`src/core/smc_pkg.sv`:
```
// standby mode control: shared constants, states and carrier types
// assumes a 100 MHz pclk and a 32-bit APB register bus
package smc_pkg;
   localparam int unsigned CLK_MHZ = 100;
   // oscillator settling wait after a stop pin release, in microseconds
   localparam int unsigned STAB_WAIT_US = 65000;
   localparam int unsigned STAB_WAIT_CYC = STAB_WAIT_US * CLK_MHZ;
   localparam int unsigned WAIT_W = 23;

   localparam logic [11:0] ADDR_TMODE = 12'h000;
   localparam logic [11:0] ADDR_TCMP = 12'h004;
   localparam logic [11:0] ADDR_STATUS = 12'h008;
   localparam logic [11:0] ADDR_CTRL = 12'h00C;

   localparam logic [7:0] TMODE_RST = 8'hFF;
   localparam logic [7:0] TMODE_STOPPED = 8'hFF;
   localparam logic [7:0] TCMP_RST = 8'h00;
   localparam logic [7:0] TCNT_ZERO = 8'h00;
   localparam logic [15:0] VEC_NMI = 16'h0004;
   localparam logic [15:0] VEC_START = 16'h0000;

   localparam int unsigned ST_STATE_LSB = 0;
   localparam int unsigned ST_SB = 3;
   localparam int unsigned ST_NMI = 4;
   localparam int unsigned ST_FT0 = 5;
   localparam int unsigned ST_FT1 = 6;
   localparam int unsigned ST_CNT_LSB = 8;
   localparam int unsigned CTRL_EXP = 0;

   typedef enum logic [2:0] {
      SMC_RUN = 3'b000,
      SMC_HALT = 3'b001,
      SMC_SSTOP = 3'b010,
      SMC_SWAIT = 3'b011,
      SMC_RESET = 3'b100,
      SMC_HSTOP = 3'b101,
      SMC_HWAIT = 3'b110
   } smc_state_t;

   typedef struct packed {
      logic halt_exec;
      logic stop_exec;
      logic sb_test;
      logic mcycle_end;
   } smc_cpu_req_t;

   typedef struct packed {
      logic vector_take;
      logic vector_nmi;
      logic resume_next;
      logic start_zero;
   } smc_cpu_resp_t;

   typedef struct packed {
      logic strobes_high;
      logic data_float;
      logic addr_hold;
      logic all_float;
   } smc_pin_ctl_t;
endpackage : smc_pkg

```
`src/core/smc_itimer.sv`:
```
// interval upcounter with compare match for the settling wait
// assumes run and clr come from the standby controller in the pclk domain
`timescale 1ns/1ps
`default_nettype none
module smc_itimer (
   input wire logic pclk,
   input wire logic presetn,
   input wire logic clr,
   input wire logic run,
   input wire logic [7:0] cmp,
   output logic [7:0] cnt,
   output logic match
);
   always_ff @(posedge pclk or negedge presetn) begin
      if (!presetn) begin
         cnt <= smc_pkg::TCNT_ZERO;
      end else if (clr) begin
         cnt <= smc_pkg::TCNT_ZERO;
      end else if (run) begin
         if (cnt == cmp) begin
            cnt <= smc_pkg::TCNT_ZERO;
         end else begin
            cnt <= cnt + 8'h01;
         end
      end
   end

   always_ff @(posedge pclk or negedge presetn) begin
      if (!presetn) begin
         match <= 1'b0;
      end else begin
         match <= run && !clr && (cnt == cmp);
      end
   end
endmodule : smc_itimer
`default_nettype wire

```
`src/core/smc_ctrl.sv`:
```
// standby mode controller: halt, software stop, hardware stop, standby flag
// assumes pins and cpu strobes are synchronous to pclk, APB master on pclk
//
// Implementation choices: the address map and the APB interface to the registers.
`timescale 1ns/1ps
`default_nettype none
module smc_ctrl #(
   parameter int unsigned HW_WAIT_CYC = smc_pkg::STAB_WAIT_CYC
) (
   input wire logic pclk,
   input wire logic presetn,
   input wire logic psel,
   input wire logic penable,
   input wire logic pwrite,
   input wire logic [11:0] paddr,
   input wire logic [31:0] pwdata,
   output logic [31:0] prdata,
   output logic pready,
   output logic pslverr,
   input wire logic rst_pin_n,
   input wire logic stop_pin_n,
   input wire logic nmi_pin_n,
   input wire logic vdd_ok,
   input wire smc_pkg::smc_cpu_req_t cpu_req,
   input wire logic ie_state,
   input wire logic int_pend,
   input wire logic ext_int_pend,
   input wire logic tmr0_match,
   input wire logic nmi_ack,
   output smc_pkg::smc_cpu_resp_t cpu_resp,
   output logic [15:0] jump_addr,
   output logic core_clk_en,
   output logic core_reset,
   output logic osc_run,
   output logic nmi_req,
   output logic sb_flag,
   output smc_pkg::smc_pin_ctl_t pin_ctl
);
   smc_pkg::smc_state_t state_q, state_d;
   smc_pkg::smc_cpu_resp_t resp_d;
   logic [15:0] addr_d;
   logic rst_prev_q, stop_prev_q, nmi_prev_q, vdd_prev_q;
   logic rst_fall, rst_rise, stop_fall, stop_rise, nmi_fall;
   logic hs_pend_q, ft0_q, ft1_q, exp_q;
   logic [7:0] tmode_q, tcmp_q, tcnt;
   logic tmatch, t_run, t_clr, wait_done;
   logic [smc_pkg::WAIT_W-1:0] wait_q;
   logic wr_en, rd_en, hit;
   logic [31:0] rd_d;
   logic in_idle, in_stop;

   assign rst_fall = rst_prev_q && !rst_pin_n;
   assign rst_rise = !rst_prev_q && rst_pin_n;
   assign stop_fall = stop_prev_q && !stop_pin_n;
   assign stop_rise = !stop_prev_q && stop_pin_n;
   assign nmi_fall = nmi_prev_q && !nmi_pin_n;

   always_ff @(posedge pclk or negedge presetn) begin
      if (!presetn) begin
         rst_prev_q <= 1'b1;
         stop_prev_q <= 1'b1;
         nmi_prev_q <= 1'b1;
         vdd_prev_q <= 1'b0;
      end else begin
         rst_prev_q <= rst_pin_n;
         stop_prev_q <= stop_pin_n;
         nmi_prev_q <= nmi_pin_n;
         vdd_prev_q <= vdd_ok;
      end
   end

   always_ff @(posedge pclk or negedge presetn) begin
      if (!presetn) begin
         hs_pend_q <= 1'b0;
      end else if (state_d == smc_pkg::SMC_HSTOP || stop_rise) begin
         hs_pend_q <= 1'b0;
      end else if (stop_fall) begin
         hs_pend_q <= 1'b1;
      end
   end

   assign wait_done = (wait_q == smc_pkg::WAIT_W'(HW_WAIT_CYC - 1));

   always_comb begin
      state_d = state_q;
      resp_d = '0;
      addr_d = jump_addr;
      case (state_q)
         smc_pkg::SMC_RUN: begin
            if (rst_fall) begin
               state_d = smc_pkg::SMC_RESET;
            end else if (hs_pend_q && cpu_req.mcycle_end) begin
               state_d = smc_pkg::SMC_HSTOP;
            end else if (cpu_req.halt_exec && !int_pend && !nmi_req) begin
               state_d = smc_pkg::SMC_HALT;
            end else if (cpu_req.stop_exec && !ext_int_pend) begin
               state_d = smc_pkg::SMC_SSTOP;
            end
         end
         smc_pkg::SMC_HALT: begin
            if (rst_fall) begin
               state_d = smc_pkg::SMC_RESET;
            end else if (hs_pend_q) begin
               state_d = smc_pkg::SMC_HSTOP;
            end else if (nmi_req) begin
               state_d = smc_pkg::SMC_RUN;
               resp_d.vector_take = 1'b1;
               resp_d.vector_nmi = 1'b1;
               addr_d = smc_pkg::VEC_NMI;
            end else if (int_pend) begin
               state_d = smc_pkg::SMC_RUN;
               resp_d.vector_take = ie_state;
               resp_d.resume_next = !ie_state;
            end
         end
         // only reset and nmi are watched
         smc_pkg::SMC_SSTOP: begin
            if (rst_fall) begin
               state_d = smc_pkg::SMC_RESET;
            end else if (nmi_fall) begin
               state_d = smc_pkg::SMC_SWAIT;
            end
         end
         smc_pkg::SMC_SWAIT: begin
            if (rst_fall) begin
               state_d = smc_pkg::SMC_RESET;
            end else if (tmatch) begin
               state_d = smc_pkg::SMC_RUN;
               resp_d.vector_take = 1'b1;
               resp_d.vector_nmi = 1'b1;
               addr_d = smc_pkg::VEC_NMI;
            end
         end
         smc_pkg::SMC_RESET: begin
            if (stop_fall || !stop_pin_n && !stop_prev_q && hs_pend_q) begin
               state_d = smc_pkg::SMC_HSTOP;
            end else if (rst_rise) begin
               state_d = smc_pkg::SMC_RUN;
               resp_d.start_zero = 1'b1;
               addr_d = smc_pkg::VEC_START;
            end
         end
         smc_pkg::SMC_HSTOP: begin
            if (stop_rise) begin
               state_d = rst_pin_n ? smc_pkg::SMC_HWAIT : smc_pkg::SMC_RESET;
            end
         end
         smc_pkg::SMC_HWAIT: begin
            if (rst_fall) begin
               state_d = smc_pkg::SMC_RESET;
            end else if (stop_fall) begin
               state_d = smc_pkg::SMC_HSTOP;
            end else if (wait_done) begin
               state_d = smc_pkg::SMC_RUN;
               resp_d.start_zero = 1'b1;
               addr_d = smc_pkg::VEC_START;
            end
         end
         default: begin
            state_d = smc_pkg::SMC_RESET;
         end
      endcase
   end

   always_ff @(posedge pclk or negedge presetn) begin
      if (!presetn) begin
         state_q <= smc_pkg::SMC_RESET;
         cpu_resp <= '0;
         jump_addr <= smc_pkg::VEC_START;
      end else begin
         state_q <= state_d;
         cpu_resp <= resp_d;
         jump_addr <= addr_d;
      end
   end

   always_ff @(posedge pclk or negedge presetn) begin
      if (!presetn) begin
         wait_q <= '0;
      end else if (state_q == smc_pkg::SMC_HWAIT && !wait_done) begin
         wait_q <= wait_q + 1'b1;
      end else if (state_q != smc_pkg::SMC_HWAIT) begin
         wait_q <= '0;
      end
   end

   assign in_idle = (state_d == smc_pkg::SMC_HALT) || in_stop;
   assign in_stop = (state_d == smc_pkg::SMC_SSTOP) || (state_d == smc_pkg::SMC_SWAIT);

   // outputs follow the state that is being entered
   always_ff @(posedge pclk or negedge presetn) begin
      if (!presetn) begin
         core_clk_en <= 1'b0;
         core_reset <= 1'b1;
         osc_run <= 1'b1;
         pin_ctl <= '0;
      end else begin
         core_clk_en <= (state_d == smc_pkg::SMC_RUN);
         core_reset <= (state_d == smc_pkg::SMC_RESET) || (state_d == smc_pkg::SMC_HSTOP)
            || (state_d == smc_pkg::SMC_HWAIT);
         osc_run <= (state_d != smc_pkg::SMC_SSTOP) && (state_d != smc_pkg::SMC_HSTOP);
         pin_ctl.strobes_high <= in_idle;
         pin_ctl.data_float <= in_idle && exp_q;
         pin_ctl.addr_hold <= in_idle && exp_q;
         pin_ctl.all_float <= (state_d == smc_pkg::SMC_HSTOP)
            || (state_d == smc_pkg::SMC_HWAIT) || (state_d == smc_pkg::SMC_RESET);
      end
   end

   // nmi flag set on any nmi pin fall outside hardware stop, set beats ack
   always_ff @(posedge pclk or negedge presetn) begin
      if (!presetn) begin
         nmi_req <= 1'b0;
      end else if (nmi_fall && state_q != smc_pkg::SMC_HSTOP) begin
         nmi_req <= 1'b1;
      end else if (nmi_ack) begin
         nmi_req <= 1'b0;
      end
   end

   always_ff @(posedge pclk or negedge presetn) begin
      if (!presetn) begin
         sb_flag <= 1'b0;
      end else if (vdd_ok && !vdd_prev_q) begin
         sb_flag <= 1'b1;
      end else if (cpu_req.sb_test && state_q == smc_pkg::SMC_RUN) begin
         sb_flag <= 1'b0;
      end
   end

   always_ff @(posedge pclk or negedge presetn) begin
      if (!presetn) begin
         ft0_q <= 1'b0;
         ft1_q <= 1'b0;
      end else if (state_d == smc_pkg::SMC_SSTOP && state_q != smc_pkg::SMC_SSTOP) begin
         ft0_q <= 1'b0;
         ft1_q <= 1'b0;
      end else begin
         if (tmr0_match && state_q != smc_pkg::SMC_SSTOP) begin
            ft0_q <= 1'b1;
         end
         // wake match leaves the flag alone
         // a match registered on the stop entry edge must not refill the flag
         if (tmatch && (state_q == smc_pkg::SMC_RUN || state_q == smc_pkg::SMC_HALT)) begin
            ft1_q <= 1'b1;
         end
      end
   end

   // timer keeps settings, counts from zero
   assign t_clr = (state_q == smc_pkg::SMC_SSTOP);
   assign t_run = (tmode_q != smc_pkg::TMODE_STOPPED) && ((state_q == smc_pkg::SMC_RUN)
      || (state_q == smc_pkg::SMC_HALT) || (state_q == smc_pkg::SMC_SWAIT));

   smc_itimer u_timer (
      .pclk(pclk),
      .presetn(presetn),
      .clr(t_clr),
      .run(t_run),
      .cmp(tcmp_q),
      .cnt(tcnt),
      .match(tmatch)
   );

   // zero wait states: every access ends in its first access cycle
   assign pready = 1'b1;
   assign hit = (paddr == smc_pkg::ADDR_TMODE) || (paddr == smc_pkg::ADDR_TCMP)
      || (paddr == smc_pkg::ADDR_STATUS) || (paddr == smc_pkg::ADDR_CTRL);
   assign pslverr = psel && penable && !hit;
   assign wr_en = psel && penable && pwrite && hit;
   assign rd_en = psel && !penable && !pwrite;

   // wake match forces the timer to stopped
   always_ff @(posedge pclk or negedge presetn) begin
      if (!presetn) begin
         tmode_q <= smc_pkg::TMODE_RST;
      end else if (tmatch && state_q == smc_pkg::SMC_SWAIT) begin
         tmode_q <= smc_pkg::TMODE_STOPPED;
      end else if (wr_en && paddr == smc_pkg::ADDR_TMODE) begin
         tmode_q <= pwdata[7:0];
      end
   end

   always_ff @(posedge pclk or negedge presetn) begin
      if (!presetn) begin
         tcmp_q <= smc_pkg::TCMP_RST;
         exp_q <= 1'b0;
      end else if (wr_en) begin
         if (paddr == smc_pkg::ADDR_TCMP) begin
            tcmp_q <= pwdata[7:0];
         end
         if (paddr == smc_pkg::ADDR_CTRL) begin
            exp_q <= pwdata[smc_pkg::CTRL_EXP];
         end
      end
   end

   always_comb begin
      rd_d = 32'h0000_0000;
      case (paddr)
         smc_pkg::ADDR_TMODE: rd_d[7:0] = tmode_q;
         smc_pkg::ADDR_TCMP: rd_d[7:0] = tcmp_q;
         smc_pkg::ADDR_STATUS: begin
            rd_d[smc_pkg::ST_STATE_LSB +: 3] = state_q;
            rd_d[smc_pkg::ST_SB] = sb_flag;
            rd_d[smc_pkg::ST_NMI] = nmi_req;
            rd_d[smc_pkg::ST_FT0] = ft0_q;
            rd_d[smc_pkg::ST_FT1] = ft1_q;
            rd_d[smc_pkg::ST_CNT_LSB +: 8] = tcnt;
         end
         smc_pkg::ADDR_CTRL: rd_d[smc_pkg::CTRL_EXP] = exp_q;
         default: rd_d = 32'h0000_0000;
      endcase
   end

   // read data captured in setup, steady through access
   always_ff @(posedge pclk or negedge presetn) begin
      if (!presetn) begin
         prdata <= 32'h0000_0000;
      end else if (rd_en) begin
         prdata <= rd_d;
      end
   end

   chk_halt_vector: assert property (@(posedge pclk) disable iff (!presetn)
      (state_q == smc_pkg::SMC_HALT && !rst_fall && !hs_pend_q && !nmi_req && int_pend
      && ie_state) |=> cpu_resp.vector_take && !cpu_resp.resume_next)
      else $error("halt wake with interrupts enabled did not vector");
   chk_halt_resume: assert property (@(posedge pclk) disable iff (!presetn)
      (state_q == smc_pkg::SMC_HALT && !rst_fall && !hs_pend_q && !nmi_req && int_pend
      && !ie_state) |=> cpu_resp.resume_next && !cpu_resp.vector_take)
      else $error("halt wake with interrupts disabled did not resume");
   chk_stop_refused: assert property (@(posedge pclk) disable iff (!presetn)
      (state_q == smc_pkg::SMC_RUN && cpu_req.stop_exec && ext_int_pend)
      |=> state_q != smc_pkg::SMC_SSTOP)
      else $error("stop entered with external request pending");
   chk_stop_quiet: assert property (@(posedge pclk) disable iff (!presetn)
      $rose(state_q == smc_pkg::SMC_SSTOP) |-> !core_clk_en && !osc_run && !ft0_q && !ft1_q
      ##1 tcnt == smc_pkg::TCNT_ZERO)
      else $error("software stop left clocks or flags running");
   chk_stop_reset: assert property (@(posedge pclk) disable iff (!presetn)
      (state_q == smc_pkg::SMC_SSTOP && rst_fall) |=> state_q == smc_pkg::SMC_RESET
      && osc_run && core_reset)
      else $error("reset did not release software stop");
   chk_nmi_wake: assert property (@(posedge pclk) disable iff (!presetn)
      (state_q == smc_pkg::SMC_SSTOP && !rst_fall && nmi_fall)
      |=> state_q == smc_pkg::SMC_SWAIT && nmi_req && osc_run)
      else $error("nmi did not release software stop");
   chk_match_start: assert property (@(posedge pclk) disable iff (!presetn)
      (state_q == smc_pkg::SMC_SWAIT && !rst_fall && tmatch) |=> core_clk_en
      && tmode_q == smc_pkg::TMODE_STOPPED && !$rose(ft1_q))
      else $error("settling match did not start the cpu");
   chk_nmi_vector: assert property (@(posedge pclk) disable iff (!presetn)
      (state_q == smc_pkg::SMC_SWAIT && !rst_fall && tmatch) |=> cpu_resp.vector_nmi
      && jump_addr == smc_pkg::VEC_NMI)
      else $error("wake from stop did not vector to nmi");
   chk_sb_clear: assert property (@(posedge pclk) disable iff (!presetn)
      (cpu_req.sb_test && state_q == smc_pkg::SMC_RUN && !(vdd_ok && !vdd_prev_q))
      |=> !sb_flag)
      else $error("standby flag not cleared by test");
   chk_hstop_hold: assert property (@(posedge pclk) disable iff (!presetn)
      (state_q == smc_pkg::SMC_HSTOP && !stop_rise) |=> state_q == smc_pkg::SMC_HSTOP
      && pin_ctl.all_float)
      else $error("hardware stop left without stop pin rise");
   chk_wait_abandon: assert property (@(posedge pclk) disable iff (!presetn)
      (state_q == smc_pkg::SMC_HWAIT && rst_fall) |=> state_q == smc_pkg::SMC_RESET)
      else $error("reset did not abandon settling wait");
endmodule : smc_ctrl
`default_nettype wire

```
`config.mk`:
```
export PLATFORM = sky130hd
export DESIGN_NAME = smc_ctrl
export DESIGN_NICKNAME = d
export VERILOG_FILES = /design/src/core/smc_pkg.sv /design/src/core/smc_itimer.sv /design/src/core/smc_ctrl.sv
export SDC_FILE = /design/constraint.sdc
export NUM_CORES = 1
export LEC_CHECK = 0
export BUFFER_PORTS_ARGS = -buffer_cell sky130_fd_sc_hd__buf_2
export CAP_MARGIN = 0
export CORE_ASPECT_RATIO = 1.25
export CORE_MARGIN = 1.5
export CORE_UTILIZATION = 48
export DETAILED_ROUTE_END_ITERATION = 6
export PLACE_DENSITY = 0.77
export SLEW_MARGIN = 20
export SYNTH_ARGS = -nofsm -noshare
export SYNTH_HDL_FRONTEND = slang
export SYNTH_SLANG_ARGS = --single-unit
```
`constraint.sdc`:
```
create_clock -name pclk -period 1.75 [get_ports pclk]
set_clock_uncertainty 0.05 [all_clocks]
set_input_delay 0.35 -clock pclk [delete_from_list [all_inputs] [get_ports pclk]]
set_output_delay 0.35 -clock pclk [all_outputs]
set_load 0.02 [all_outputs]
```
==> run summary <==
The flow ran to the end, but the final reports show violations. The final reports fail on setup timing. Of all nets on the critical path, the largest fanout is 17. During placement, the flow inserted port buffers numbering 68.

The final layout contains routed wiring with a total length of 12830 um. The tools report the mapped cell area as 0.004708 mm^2. Setup repair after global routing could not meet its margin everywhere. For this run, the detailed router's first-pass iteration total came to 4. The leading register cell type out of synthesis is sky130_fd_sc_hd__dfrtp_1. The run gives 4110 as the via total after detailed routing.

The async set-or-reset flop fraction in the synthesized netlist is 1.000, and the global-route usage over all layers is 0.2480. The compound-cell area share of the yosys netlist works out to 0.1337. Cell type with the largest total area after synthesis: sky130_fd_sc_hd__dfrtp_1. The clock-pin transition on the worst setup and hold timing paths is 60 ps.

Worst setup margin: -105.4 ps. Synthesis inferred 88 register bits. The height of the die came out at 113.7 um.

The run gives 20180 um as the global-route wire length before repair. After synthesis, the largest family of logic cells by area is simple AND/OR/NAND/NOR gates. Once detailed placement completed, the half-perimeter wirelength came to 8808 um. The average wire per cell in the routed design works out to 17.19 um.

The region available for standard cell placement spans 0.009559 mm^2. Entering global routing, the biggest net connects 34 pins. Data required time of the worst path: 1920 ps. The category of the worst setup path launch point is a flip-flop. The clock passes through at most 2 buffers.

Clock tree synthesis inserted a total of 9 buffers. The final number of hold-violating endpoints was 0. Setup violations remaining at the end of the flow were counted as 27. The share of synthesized area spent on multiplexers is 0.07547, and the number of nets in the final layout is 679. Hold slack: 76.22 ps.

Final worst-path cycle share: 1.060. After the first detailed-routing iteration, the DRC count stood at 252. The simple-gate area share of the yosys netlist works out to 0.1959. The run gives 0.4714 as the fraction of the yosys area taken by sequential cells.

The adder-cell share of the synthesized area works out to 0.005315. Proportion of layout cells with a drive suffix above 1: 0.4065. The number of filler cells placed in the layout came out at 716. Clock tree synthesis selected as its root buffer the cell sky130_fd_sc_hd__clkbuf_16.

The starting density of the core was 0.4925. The min-delay analysis places its worst path in the category input pin to flip-flop. After detailed routing, the number of remaining DRC violations is 0. The number of top-level design ports is 125, and the average vias per placed instance is 5.509.

The setup check on the worst reg-to-reg path leaves a slack of -110 ps. In this run the mean area of a mapped cell was 10.58 um^2. The number of different library cells used by synthesis comes to 67. The fraction of synthesized cell area taken by the top area cell type was 0.3933; the post-detailed-route count of antenna-violating nets was 0.

The floorplan has 40 rows. Summed over all layers, the global routing overflow is 0. Summed over all cells, the static leakage comes to 0.003124 uW.

The number of global-route vias before repair came out at 4265. At the later pin of the worst-skew pair, clock insertion delay measures 340 ps. By area the synthesized netlist is led by sky130_fd_sc_hd__dfrtp_1 (39%), sky130_fd_sc_hd__dfstp_2 (7.8%), sky130_fd_sc_hd__buf_4 (5.3%). The share of the core filled with cells is 0.6706, and the floorplan die width is 91.59 um. Worst path arrival time: 2030 ps. Yosys printed 0 warnings. The tools report the critical path endpoint category as a flip-flop.

Synthesis produced a netlist whose cell count is 445. In this run, synthesis inferred 0 flip-flops with an integrated enable. The number of antenna violations at the first check in global routing was 0; the areal power density over the cells was 974.4 mW/mm^2. The parity-gate share of the synthesized area counting xor and xnor cells is 0.03906.

The max-slew violation total from the final report is 0, and the fmax is 539.0 MHz. The area added between synthesis and finish is 36.14%, and the area of the die is 0.01042 mm^2. The tools report the highest ir drop seen on vdd as 0.6137 mV. The worst setup path is of the flip-flop to flip-flop kind. The time the final worst path needs with I/O delays and setup was 1855 ps.

Number of violations of the max-capacitance limit: 0. TritonCTS built the clock tree. The number of diodes is 0, and the clock sink count is 88.

The H-tree depth was 3. The weighted congestion at the end of routability-driven global placement is 0.9102.
## final cells by class
cell class,count,area [um^2],share of cell area
Clock buffer,11,242.7,0.03787
Clock inverter,5,56.30,0.008784
Inverter,14,55.05,0.008589
Multi-Input combinational cell,325,2424,0.3781
Sequential cell,88,2225,0.3471
Tap cell,126,157.7,0.02459
Timing Repair Buffer,177,1250,0.1950
## routing by layer
layer | part of all wire | global-route usage | vias to the layer above
met3 | 0.039 | 0.04600 | 31
met4 | 0.025 | 0.1083 | 0
met2 | 0.54 | 0.4448 | 132
met5 | 0 | 0 | -
met1 | 0.40 | 0.2881 | 2046
li1 | - | - | 1901
## kinds of logic after synthesis
group           count (synthesis)
compound gates                 83
buf+inv                        62
simple gates                  154
flops                          88
fa+ha+maj                       2
other cells                     2
xor+xnor                       21
mux                            33
## placed cells by master, fill, tap and decap left out, types with 8 or more instances in the layout
| master | count |
|---|---|
| sky130_fd_sc_hd__nor2_1 | 30 |
| sky130_fd_sc_hd__inv_1 | 12 |
| sky130_fd_sc_hd__dfrtp_1 | 70 |
| sky130_fd_sc_hd__xor2_1 | 21 |
| sky130_fd_sc_hd__dfstp_2 | 14 |
| sky130_fd_sc_hd__nand3_1 | 12 |
| sky130_fd_sc_hd__a21oi_1 | 10 |
| sky130_fd_sc_hd__buf_4 | 96 |
| sky130_fd_sc_hd__conb_1 | 32 |
| sky130_fd_sc_hd__clkbuf_16 | 9 |
| sky130_fd_sc_hd__nand4_1 | 10 |
| sky130_fd_sc_hd__a22o_1 | 13 |
| sky130_fd_sc_hd__mux2i_1 | 22 |
| sky130_fd_sc_hd__nand2_1 | 35 |
| sky130_fd_sc_hd__buf_2 | 68 |
| sky130_fd_sc_hd__and3_1 | 8 |
| sky130_fd_sc_hd__mux2_1 | 9 |
## cells in the mapped netlist (all sizes together), types with 3 or more instances
cell type   n
dfrtp      74
buf        40
nand2      36
nor2       30
mux2i      22
xor2       21
a21oi      14
dfstp      14
inv        14
a22o       13
nand3      13
o21ai      12
nand4      11
mux2       10
nor4       10
and3        8
clkbuf      8
nand2b      8
nor3        7
a221o       6
a211oi      5
nor4b       5
o211ai      5
a21o        4
a31oi       4
nor2b       4
o31ai       4
or3         4
or4         4
and4        3
o41ai       3
## worst paths after layout
check | startpoint | endpoint | depth (start not counted)
worst max register to register | wait_q[18] | wait_q[1] | 7
worst max-delay path | wait_q[18] | wait_q[1] | 7
min in group asynchronous | presetn | wait_q[12] | 2
max in group asynchronous | presetn | core_reset | 3
worst min-delay path | nmi_pin_n | nmi_prev_q | 1
worst min register to register | vdd_prev_q | sb_flag | 1
## through the flow
step	cells	area (um^2)	setup slack (ps)	setup TNS [ps]	power [uW]
after detailed placement	704	5687	-242.0	-4541	4010
after global routing	746	6410	-178.9	-4163	6519
after CTS	732	6177	-87.89	-1026	6045
after global placement	704	5687	-135.7	-2737	3967
final	746	6410	-105.4	-1499	6246
after floorplan	475	4823	-71.33	-570.6	3292
## power breakdown
group / switching (uW) / internal [uW] / leakage (uW)
logic: 1090 / 876 / 0.00183
registers: 124 / 2220 / 0.00115
clock network: 790 / 1140 / 0.000145
## flip-flops by register name (all words and copies together), names as in the netlist, 3 cells and up
signal       flops
wait_q          23
prdata          16
tcmp_q           8
tmode_q          8
u_timer.cnt      8
cpu_resp         4
pin_ctl          3
state_q          3
## repair_timing
action / 4_1_cts / 5_1_grt
endpoints found under the hold margin: 27 / 0
gates resized for setup: 22 / 25
hold buffers: 1 / 0
setup buffers: 11 / 14
gates cloned: 0 / 1
setup endpoints to repair: 28 / 37
pin swaps: 22 / 13
## worst max-delay path, stage by stage (launching register included)
cell,delay [ps]
sky130_fd_sc_hd__dfrtp_1,380
sky130_fd_sc_hd__and4bb_1,330
sky130_fd_sc_hd__nand4_4,150
sky130_fd_sc_hd__buf_6,150
sky130_fd_sc_hd__nor3_4,200
sky130_fd_sc_hd__buf_6,220
sky130_fd_sc_hd__mux2i_1,210
sky130_fd_sc_hd__nor2_1,50
Note: power is estimated with default switching activity, not from simulation.
